`config.mk`:
```
export PLATFORM = sky130hd
export DESIGN_NAME = core_mem_ctrl
export DESIGN_NICKNAME = d
export VERILOG_FILES = /design/src/core_mem_pkg.sv /design/src/level_sync.sv /design/src/onehot_decoder.sv /design/src/core_mem_ctrl.sv
export SDC_FILE = /design/constraint.sdc
export NUM_CORES = 1
export LEC_CHECK = 0
export BUFFER_PORTS_ARGS = -buffer_cell sky130_fd_sc_hd__buf_2
export CORE_MARGIN = 8
export CORE_UTILIZATION = 25
export CTS_CLUSTER_SIZE = 25
export DETAILED_ROUTE_END_ITERATION = 8
export HOLD_SLACK_MARGIN = 0.05
export SYNTH_ARGS = -nofsm -noshare
export SYNTH_HDL_FRONTEND = slang
export SYNTH_SLANG_ARGS = --single-unit
```
`constraint.sdc`:
```
create_clock -name sys_clk -period 5.6 [get_ports sys_clk]
set_input_delay 0.56 -clock sys_clk [delete_from_list [all_inputs] [get_ports sys_clk]]
set_output_delay 0.56 -clock sys_clk [all_outputs]
set_load 0.05 [all_outputs]
```
`src/core_mem_pkg.sv`:
```
// Constants, states and timing for the core memory cycle control.
// Assumes a single 125 MHz system clock.
package core_mem_pkg;
   localparam int CLK_PERIOD_NS = 8;
   localparam int CSP_NS        = 50;
   localparam int XR_DELAY_NS   = 300;
   localparam int XR_WIDTH_NS   = 400;
   localparam int WS_LEAD_NS    = 100;
   localparam int WC_WIDTH_NS   = 400;
   // Least times round up to whole cycles
   localparam int CSP_CYC = (CSP_NS + CLK_PERIOD_NS - 1) / CLK_PERIOD_NS;
   localparam int XR_DELAY_CYC =
      (XR_DELAY_NS + CLK_PERIOD_NS - 1) / CLK_PERIOD_NS;
   localparam int XR_WIDTH_CYC =
      (XR_WIDTH_NS + CLK_PERIOD_NS - 1) / CLK_PERIOD_NS;
   localparam int WS_LEAD_CYC =
      (WS_LEAD_NS + CLK_PERIOD_NS - 1) / CLK_PERIOD_NS;
   localparam int WC_WIDTH_CYC =
      (WC_WIDTH_NS + CLK_PERIOD_NS - 1) / CLK_PERIOD_NS;
   localparam int CNT_W = 7;
   // Address fields, bit 0 is the most significant
   localparam int BLK_LO  = 0;
   localparam int BLK_HI  = 2;
   localparam int COL_LO  = 3;
   localparam int COL_HI  = 6;
   localparam int LINE_LO = 7;
   localparam int LINE_HI = 10;
   localparam int WDIR    = 11;
   localparam int BSEL_LO = 12;
   localparam int BSEL_HI = 14;
   localparam int BDIR_A  = 4;
   localparam int BDIR_B  = 13;
   localparam int BDIR_C  = 14;
   localparam int HALFW   = 16;
   localparam int STACKW  = 18;
   localparam logic [15:0] ADDR_RST = 16'h0000;
   localparam logic [15:0] DATA_RST = 16'h0000;
   typedef enum logic [6:0] {
      S_IDLE   = 7'h01,
      S_SAMPLE = 7'h02,
      S_BREAD  = 7'h04,
      S_XREAD  = 7'h08,
      S_WSW    = 7'h10,
      S_WCUR   = 7'h20,
      S_DONE   = 7'h40
   } cyc_state_e;
endpackage : core_mem_pkg

```
`src/level_sync.sv`:
```
// Two flip-flop synchroniser for one asynchronous level.
// Assumes sys_clk domain on the output side.
`timescale 1ns/1ps
module level_sync #(
   parameter logic RST_VAL = 1'b0
) (
   input  wire logic sys_clk,
   input  wire logic sys_rst,
   input  wire logic async_in,
   output logic      sync_out
);
   logic meta_r;
   always_ff @(posedge sys_clk) begin
      if (sys_rst) begin
         meta_r   <= RST_VAL;
         sync_out <= RST_VAL;
      end else begin
         meta_r   <= async_in;
         sync_out <= meta_r;
      end
   end
endmodule : level_sync

```
`src/onehot_decoder.sv`:
```
// Gated one-of-N decoder for address select fields.
// Assumes select inputs are stable flip-flop outputs.
`timescale 1ns/1ps
module onehot_decoder #(
   parameter int W = 3
) (
   input  wire logic [W-1:0]      sel,
   input  wire logic              enable,
   output logic      [2**W-1:0]   dec
);
   localparam logic [2**W-1:0] ONE = {{(2**W-1){1'b0}}, 1'b1};
   assign dec = enable ? (ONE << sel) : '0;
endmodule : onehot_decoder

```
`src/core_mem_ctrl.sv`:
```
// Cycle control, address decode and data register of a halfword core
// memory. Assumes processor load strobes on sys_clk; request and write
// indication arrive asynchronously from the processor pins.
//
// Behaviour
// - 16-bit address, low bit not decoded
// - Block, word line, bit line fields
// - Bit 11 sets word current direction
// - Address loaded from source bus first
// - Data register from source/core, to result/core
// - Byte halves on bus, halfword to core
// - Odd parity per byte, two stages
// - Read switches complement write switches
// - Groups of eight; writes select ones
// - Eighteen wide with parity, else sixteen
// - Column and line select, sixteen each
// - Busy during requested operation
// - Request still low restarts cycle
// - Request launches 50 ns command sample
// - Erase then write strobe sequence
// - Erase-write leaves data register unchanged
// - Parity set at start, checked before write
// - Read clears register, restores captured data
// - Read valid withheld until data loaded
// - Alternate pairs of bit positions opposite direction
// - Bit line decode gated by enable
// - Enables only for fitted blocks
//
// The register offsets and the strobed register port were decided locally.
`timescale 1ns/1ps
module core_mem_ctrl #(
   parameter logic       PARITY_FITTED = 1'b1,
   parameter logic [7:0] BLOCKS_FITTED = 8'hFF
) (
   input  wire logic        sys_clk,
   input  wire logic        sys_rst,
   input  wire logic [0:15] source_bus,
   input  wire logic        address_low_half,
   input  wire logic        address_high_half,
   input  wire logic        data_low_half,
   input  wire logic        data_high_half,
   input  wire logic        cycle_request_n,
   input  wire logic        write_request,
   input  wire logic [0:17] core_read_data,
   output logic      [0:15] result_bus,
   output logic      [0:17] core_write_data,
   output logic             cycle_in_progress,
   output logic             command_sample_pulse,
   output logic             bit_read_strobe,
   output logic             word_read_strobe,
   output logic             write_switch_strobe,
   output logic             write_current_strobe,
   output logic             read_data_valid,
   output logic             data_high_clear,
   output logic             data_low_clear,
   output logic             parity_set,
   output logic             parity_check,
   output logic             parity_error,
   output logic      [7:0]  block_enable,
   output logic      [15:0] column_select,
   output logic      [15:0] line_select,
   output logic      [7:0]  bit_line_select,
   output logic      [0:17] bit_group_select,
   output logic      [0:17] bit_current_dir,
   output logic             word_current_dir
);
   localparam logic [core_mem_pkg::CNT_W-1:0] CSP_LD =
      core_mem_pkg::CNT_W'(core_mem_pkg::CSP_CYC - 1);
   localparam logic [core_mem_pkg::CNT_W-1:0] XRD_LD =
      core_mem_pkg::CNT_W'(core_mem_pkg::XR_DELAY_CYC - 1);
   localparam logic [core_mem_pkg::CNT_W-1:0] XRW_LD =
      core_mem_pkg::CNT_W'(core_mem_pkg::XR_WIDTH_CYC - 1);
   localparam logic [core_mem_pkg::CNT_W-1:0] WS_LD =
      core_mem_pkg::CNT_W'(core_mem_pkg::WS_LEAD_CYC - 1);
   localparam logic [core_mem_pkg::CNT_W-1:0] WC_LD =
      core_mem_pkg::CNT_W'(core_mem_pkg::WC_WIDTH_CYC - 1);

   core_mem_pkg::cyc_state_e        state_r;
   logic [core_mem_pkg::CNT_W-1:0]  cnt_r;
   logic [0:15]                     address_register_r;
   logic [0:15]                     data_register_r;
   logic [0:1]                      parity_r;
   logic                            op_write_r;
   logic                            busy_r;
   logic                            req_low;
   logic                            wr_sync;
   logic                            cnt_done;
   logic                            start_cycle;
   logic                            enter_bread;
   logic                            capture;
   logic                            enter_wsw;
   logic                            blk_ok;
   logic                            write_phase;
   logic                            bdir_base;
   logic [7:0]                      blk_dec;
   logic                            req_low_n;

   // request timing assumed; pin passes two flops first
   level_sync #(.RST_VAL(1'b1)) u_req_sync (
      .sys_clk  (sys_clk),
      .sys_rst  (sys_rst),
      .async_in (cycle_request_n),
      .sync_out (req_low_n)
   );
   assign req_low = ~req_low_n;

   level_sync #(.RST_VAL(1'b0)) u_wr_sync (
      .sys_clk  (sys_clk),
      .sys_rst  (sys_rst),
      .async_in (write_request),
      .sync_out (wr_sync)
   );

   assign cnt_done    = (cnt_r == '0);
   // level request: still low after busy restarts
   assign start_cycle = (state_r == core_mem_pkg::S_IDLE) && req_low;
   assign enter_bread = (state_r == core_mem_pkg::S_SAMPLE) && cnt_done;
   assign capture     = (state_r == core_mem_pkg::S_XREAD) && cnt_done;
   assign enter_wsw   = capture;

   always_ff @(posedge sys_clk) begin
      if (sys_rst) begin
         state_r <= core_mem_pkg::S_IDLE;
         cnt_r   <= '0;
      end else begin
         if (!cnt_done) begin
            cnt_r <= cnt_r - 1'b1;
         end
         unique case (state_r)
            core_mem_pkg::S_IDLE: begin
               if (req_low) begin
                  state_r <= core_mem_pkg::S_SAMPLE;
                  cnt_r   <= CSP_LD;
               end
            end
            core_mem_pkg::S_SAMPLE: begin
               if (cnt_done) begin
                  state_r <= core_mem_pkg::S_BREAD;
                  cnt_r   <= XRD_LD;
               end
            end
            core_mem_pkg::S_BREAD: begin
               if (cnt_done) begin
                  state_r <= core_mem_pkg::S_XREAD;
                  cnt_r   <= XRW_LD;
               end
            end
            core_mem_pkg::S_XREAD: begin
               if (cnt_done) begin
                  state_r <= core_mem_pkg::S_WSW;
                  cnt_r   <= WS_LD;
               end
            end
            core_mem_pkg::S_WSW: begin
               if (cnt_done) begin
                  state_r <= core_mem_pkg::S_WCUR;
                  cnt_r   <= WC_LD;
               end
            end
            core_mem_pkg::S_WCUR: begin
               if (cnt_done) begin
                  state_r <= core_mem_pkg::S_DONE;
               end
            end
            core_mem_pkg::S_DONE: begin
               state_r <= core_mem_pkg::S_IDLE;
            end
            default: begin
               state_r <= core_mem_pkg::S_IDLE;
            end
         endcase
      end
   end

   always_ff @(posedge sys_clk) begin
      if (sys_rst) begin
         busy_r <= 1'b0;
      end else if (start_cycle) begin
         busy_r <= 1'b1;
      end else if (state_r == core_mem_pkg::S_DONE) begin
         busy_r <= 1'b0;
      end
   end

   // operation sampled at end of command pulse
   always_ff @(posedge sys_clk) begin
      if (sys_rst) begin
         op_write_r <= 1'b0;
      end else if (enter_bread) begin
         op_write_r <= wr_sync;
      end
   end

   always_ff @(posedge sys_clk) begin
      if (sys_rst) begin
         address_register_r <= core_mem_pkg::ADDR_RST;
      end else if (!busy_r) begin
         if (address_high_half) begin
            address_register_r[0:7] <= source_bus[0:7];
         end
         if (address_low_half) begin
            address_register_r[8:15] <= source_bus[8:15];
         end
      end
   end

   // data register: bus byte halves, core halfword
   always_ff @(posedge sys_clk) begin
      if (sys_rst) begin
         data_register_r <= core_mem_pkg::DATA_RST;
      end else if (!busy_r) begin
         if (data_high_half) begin
            data_register_r[0:7] <= source_bus[0:7];
         end
         if (data_low_half) begin
            data_register_r[8:15] <= source_bus[8:15];
         end
      end else if (enter_bread && !wr_sync) begin
         // clear on the fresh operation, not the stale one
         data_register_r <= '0;
      end else if (capture && !op_write_r) begin
         data_register_r <= core_read_data[0:15];
      end
   end

   // clear strobes; valid only after capture
   always_ff @(posedge sys_clk) begin
      if (sys_rst) begin
         data_high_clear <= 1'b0;
         data_low_clear  <= 1'b0;
         read_data_valid <= 1'b0;
      end else begin
         data_high_clear <= enter_bread && !wr_sync;
         data_low_clear  <= enter_bread && !wr_sync;
         read_data_valid <= capture && !op_write_r;
      end
   end

   // odd parity per byte, set and checked
   always_ff @(posedge sys_clk) begin
      if (sys_rst) begin
         parity_r     <= 2'b00;
         parity_set   <= 1'b0;
         parity_check <= 1'b0;
         parity_error <= 1'b0;
      end else begin
         parity_set   <= PARITY_FITTED && start_cycle;
         parity_check <= PARITY_FITTED && enter_wsw;
         if (PARITY_FITTED && start_cycle) begin
            parity_r[0]  <= ~^data_register_r[0:7];
            parity_r[1]  <= ~^data_register_r[8:15];
            parity_error <= 1'b0;
         end else if (PARITY_FITTED && capture && !op_write_r) begin
            parity_r <= core_read_data[16:17];
         end else if (parity_check) begin
            parity_error <=
               (parity_r[0] != ~^data_register_r[0:7]) ||
               (parity_r[1] != ~^data_register_r[8:15]);
         end
      end
   end

   // Strobes straight from one-hot state flops
   // bit read first, word read after delay
   assign command_sample_pulse = (state_r == core_mem_pkg::S_SAMPLE);
   assign bit_read_strobe      = (state_r == core_mem_pkg::S_BREAD) ||
                                 (state_r == core_mem_pkg::S_XREAD);
   assign word_read_strobe     = (state_r == core_mem_pkg::S_XREAD);
   assign write_switch_strobe  = (state_r == core_mem_pkg::S_WSW) ||
                                 (state_r == core_mem_pkg::S_WCUR);
   assign write_current_strobe = (state_r == core_mem_pkg::S_WCUR);
   assign write_phase          = write_switch_strobe;
   assign cycle_in_progress    = busy_r;
   assign result_bus           = data_register_r;

   // restore writes back the captured data
   assign core_write_data = {data_register_r,
                             PARITY_FITTED ? parity_r : 2'b00};

   // block enables only for fitted blocks
   assign blk_ok = BLOCKS_FITTED[address_register_r[
                      core_mem_pkg::BLK_LO:core_mem_pkg::BLK_HI]];
   onehot_decoder #(.W(3)) u_blk_dec (
      .sel    (address_register_r[
                  core_mem_pkg::BLK_LO:core_mem_pkg::BLK_HI]),
      .enable (busy_r && blk_ok),
      .dec    (blk_dec)
   );
   assign block_enable = blk_dec;

   onehot_decoder #(.W(4)) u_col_dec (
      .sel    (address_register_r[
                  core_mem_pkg::COL_LO:core_mem_pkg::COL_HI]),
      .enable (|blk_dec),
      .dec    (column_select)
   );
   onehot_decoder #(.W(4)) u_line_dec (
      .sel    (address_register_r[
                  core_mem_pkg::LINE_LO:core_mem_pkg::LINE_HI]),
      .enable (|blk_dec),
      .dec    (line_select)
   );

   // bit line decode gated by block enable
   onehot_decoder #(.W(3)) u_bsel_dec (
      .sel    (address_register_r[
                  core_mem_pkg::BSEL_LO:core_mem_pkg::BSEL_HI]),
      .enable (|blk_dec),
      .dec    (bit_line_select)
   );

   assign word_current_dir =
      address_register_r[core_mem_pkg::WDIR] ^ write_phase;

   assign bdir_base = address_register_r[core_mem_pkg::BDIR_A] ^
                      address_register_r[core_mem_pkg::BDIR_B] ^
                      address_register_r[core_mem_pkg::BDIR_C];

   always_comb begin
      bit_group_select = '0;
      bit_current_dir  = '0;
      for (int k = 0; k < core_mem_pkg::STACKW; k++) begin
         if (k < core_mem_pkg::HALFW || PARITY_FITTED) begin
            bit_current_dir[k] = bdir_base ^ k[1] ^ write_phase;
            if (bit_read_strobe && (|blk_dec)) begin
               bit_group_select[k] = 1'b1;
            end else if (write_current_strobe && (|blk_dec)) begin
               bit_group_select[k] = core_write_data[k];
            end
         end
      end
   end

   // Assertions
   property p_busy_on;
      @(posedge sys_clk) disable iff (sys_rst)
      start_cycle |=> cycle_in_progress;
   endproperty
   a_busy_on: assert property (p_busy_on)
      else $error("busy not raised after request");

   property p_csp_width;
      @(posedge sys_clk) disable iff (sys_rst)
      $rose(command_sample_pulse) |->
         command_sample_pulse[*7] ##1 !command_sample_pulse;
   endproperty
   a_csp_width: assert property (p_csp_width)
      else $error("command sample pulse not 7 cycles");

   property p_xr_delay;
      @(posedge sys_clk) disable iff (sys_rst)
      $rose(bit_read_strobe) |-> ##38 $rose(word_read_strobe);
   endproperty
   a_xr_delay: assert property (p_xr_delay)
      else $error("word read not 38 cycles after bit read");

   property p_ws_first;
      @(posedge sys_clk) disable iff (sys_rst)
      $rose(write_current_strobe) |->
         $past(write_switch_strobe) && !word_read_strobe;
   endproperty
   a_ws_first: assert property (p_ws_first)
      else $error("write current without write switch");

   property p_eaw_stable;
      @(posedge sys_clk) disable iff (sys_rst)
      (busy_r && op_write_r && !enter_bread) |=> $stable(result_bus);
   endproperty
   a_eaw_stable: assert property (p_eaw_stable)
      else $error("data register changed in erase-write");

   property p_rdv_after_load;
      @(posedge sys_clk) disable iff (sys_rst)
      read_data_valid |-> !op_write_r &&
         result_bus == $past(core_read_data[0:15]);
   endproperty
   a_rdv_after_load: assert property (p_rdv_after_load)
      else $error("read valid without loaded data");

   property p_clear_before_read;
      @(posedge sys_clk) disable iff (sys_rst)
      $rose(word_read_strobe) && !op_write_r |-> result_bus == '0;
   endproperty
   a_clear_before_read: assert property (p_clear_before_read)
      else $error("data register not cleared before read");

   property p_addr_locked;
      @(posedge sys_clk) disable iff (sys_rst)
      busy_r |=> $stable(address_register_r);
   endproperty
   a_addr_locked: assert property (p_addr_locked)
      else $error("address changed during cycle");

   property p_word_dir;
      @(posedge sys_clk) disable iff (sys_rst)
      write_current_strobe |->
         word_current_dir == ~address_register_r[core_mem_pkg::WDIR];
   endproperty
   a_word_dir: assert property (p_word_dir)
      else $error("word current not reversed for write");

   property p_bitline_gate;
      @(posedge sys_clk) disable iff (sys_rst)
      !busy_r |-> bit_line_select == '0 && block_enable == '0;
   endproperty
   a_bitline_gate: assert property (p_bitline_gate)
      else $error("bit line select without enable");

   property p_restart;
      @(posedge sys_clk) disable iff (sys_rst)
      (state_r == core_mem_pkg::S_DONE) && req_low |=>
         ##1 command_sample_pulse;
   endproperty
   a_restart: assert property (p_restart)
      else $error("held request did not restart");

   c_write: cover property (@(posedge sys_clk)
      $rose(write_current_strobe) && op_write_r);
   c_read: cover property (@(posedge sys_clk) read_data_valid);
   c_restart: cover property (@(posedge sys_clk)
      (state_r == core_mem_pkg::S_DONE) && req_low);
   c_perr: cover property (@(posedge sys_clk) $rose(parity_error));
endmodule : core_mem_ctrl

```
==> metrics.cfg <==
[clocking]
cts_hold_buf = 0
cts_tree = done
clock_path_buffers = 2
cts_resized = 0
clkTransAtPathRegs_ps = 50
post_cts_buffers = 0
clock_latency_ps = 340
cts_num_sinks = 58
cts_root_buf = clkbuf_16
cts_buffers = 9
htreeDepth = 3

[placed_design]
dp_hpwl_mm = 9.645
dp_slack_ps = 2472
portBuffers = 172
place.gp.congestion = 0.7984
placed_area_um2 = 4579
placedCellCount = 785

[timing]
slew_violations = 0
rsz0062_at_grt = no
fin_worst_skew_ps = 3.507
worstMarginPinSlew_ps = 944.3
final.min_clock_period_ps = 3439
final_hold_viol_count = 0
final.setup.tns_ps = 0
fmax_mhz = 290.8
slew_headroom = 0.3705
final-setup-viol-count = 0
hold-worst-slack_ps = 404.2
finalWorstSetupSlack_ps = 2161
period_share = 0.6141

[synthesis]
syn_avg_cell_area_um2 = 7.956
yosys.area_share.adder = 0.01305
synth-xor-area-share = 0.06656
synth-simple-area-share = 0.2515
synth_warnings = 0
synth_seq_cells = 58
syn-num-nets = 528
ys_seq_area_frac = 0.3028
synth_top_family_by_area = simple AND/OR/NAND/NOR gates
synth.mux.area_fraction = 0.04437
postSynthCellCount = 482
synth_compound_area_frac = 0.1896
synthesis.area_um2 = 3835
synthDistinctLibCells = 45

[power_and_ir_drop]
total_power_mw = 2.007
cellPowerDensity_nw_per_um2 = 405.7
leakagePower_nw = 2.496
ir_drop_v = 0.0001386

[worst_hold_path]
hold_start = cycle_request_n
hold_path_depth = 2
min_to = u_req_sync.meta_r
hp-class = in -> reg

[final_layout]
mostFrequentLayoutCells = 172 x buf_2, 63 x nor2_1, 57 x dfxtp_1
fin_area_um2 = 4947
drive_gt1_frac = 0.3589
area.growth.synth_to_final_pct = 29.00
multi_input_area_um2 = 2167
final_common_cell = buf_2
regArea_um2 = 1162
final_nets = 654
fin_util = 0.3279
final_cells = 801
fillCellCount = 1606
antenna_cells = 0

[floorplan]
fp.coreArea_um2 = 15090
die_x_um = 139.9
floorplan.initialDensity = 0.2541
ios = 173
design.die.area_um2 = 19560
dieHeight_um = 139.9
rows = 45

[global_routing]
grt_pass1_wl_mm = 19.84
gr-usage-all-layers = 0.1299
grt_overflow_total = 0
grt_antenna_before_repair = 0
grt_max_degree = 58
grt_pass1_vias = 3524

[route]
routed_wl_mm = 12.75
wire_per_inst_um = 15.91
viasPerCell = 4.572
drt_iter0_drc = 298
ant_nets = 0
dr.pass1.iters = 4
num_vias = 3662
drcViolationCount = 0

[setup_path]
path_class = reg -> out
worstSetupEndpointType = output port
r2r_slack_ps = 2670
worstPathArrival_ps = 2880
startpoint_type = flop
r2r-end = result_bus[3]
worst-path-max-fanout = 18
r2r-start = cnt_r[0]
crit_required_ps = 5040
reg2reg_depth = 7

[outcome]
outcome = finished, final reports clean

[job]
maxCapViolations = 0

## critical path, stage by stage (launching register included)
cell     delay (ps)
dfxtp_1         410
or4_4           560
nor4b_2         290
and2_1          780
nand2_1         110
nand2_1          90
buf_2           290
## where the power goes
group,internal (mW),switching [mW],total [mW]
combinational,0.253,0.534,0.787
clock,0.491,0.197,0.688
sequential,0.465,0.0675,0.532
total,1.21,0.798,2.01
## synth_stat cells (all sizes together)
cell | count | area [µm²]
or3 | 1 | 11.26
nand2 | 52 | 195.2
nor3 | 22 | 132.6
ha | 4 | 50.05
or2 | 3 | 18.77
a31oi | 1 | 6.260
mux2i | 17 | 170.2
nor3b | 3 | 22.52
nor2b | 5 | 31.28
a311oi | 1 | 15.01
o21ai | 24 | 120.1
and3 | 2 | 12.51
nor4b | 5 | 56.31
xnor3 | 2 | 45.04
a221oi | 16 | 240.2
o31ai | 2 | 15.01
o2bb2ai | 3 | 63.81
dfxtp | 58 | 1161
or4 | 1 | 11.26
xor2 | 4 | 35.03
nand2b | 11 | 68.82
nor2 | 63 | 236.5
a21oi | 15 | 75.07
xnor2 | 20 | 175.2
or3b | 2 | 17.52
a211oi | 2 | 15.01
nand4b | 2 | 17.52
inv | 37 | 138.9
a21o | 18 | 135.1
buf | 40 | 296.5
nand3 | 12 | 60.06
nor4 | 2 | 12.51
a22oi | 2 | 15.01
clkbuf | 19 | 71.32
or4b | 1 | 10.01
o31a | 3 | 26.28
nand3b | 5 | 37.54
and2 | 2 | 12.51
## registers in the layout, indices dropped and copies added (netlist names)
| name | flops |
|---|---|
| u_req_sync.sync_out | 1 |
| parity_check | 1 |
| cnt_r | 7 |
| result_bus | 16 |
| read_data_valid | 1 |
| u_wr_sync.sync_out | 1 |
| u_req_sync.meta_r | 1 |
| u_wr_sync.meta_r | 1 |
| state_r | 7 |
| op_write_r | 1 |
| parity_r | 2 |
| data_low_clear | 1 |
| parity_set | 1 |
| cycle_in_progress | 1 |
| parity_error | 1 |
| address_register_r | 15 |
## area by class of cell
type                       count  area share
multi-input combinational    328      0.4380
sequential                    58      0.2350
timing repair buffer         174      0.1770
clock buffer                  11     0.04906
tap                          188     0.04755
inverter                      37     0.02807
clock inverter                 5     0.02529
## how the worst max path moves through the flow
stage	slack, ps	start	endpoint
finish	2160	state_r[3]	bit_group_select[14]
global route	1950	state_r[3]	bit_group_select[1]
CTS	2090	state_r[2]	bit_group_select[2]
detailed placement	2470	state_r[2]	bit_group_select[2]
global placement	2530	state_r[2]	bit_group_select[17]
floorplan	1650	state_r[3]	bit_current_dir[10]
## logic make-up after synthesis
kind of cell               Yosys count
AOI/OAI and AO/OA                   87
and+or+nand+nor                    194
buffers and inverters               96
DFF                                 58
xor gates and xnor gates            26
adders and majority gates            4
muxes                               17
## per-layer routing
| layer | GRT usage | vias to the layer above | wire length [µm] |
|---|---|---|---|
| li1 | - | 1849 | - |
| met1 | 0.1506 | 1675 | 5572 |
| met2 | 0.2135 | 124 | 5997 |
| met3 | 0.04617 | 14 | 995 |
| met4 | 0.05314 | 0 | 180 |
| met5 | 0 | - | 0 |
No activity file was read; power rests on OpenSTA's default activity.
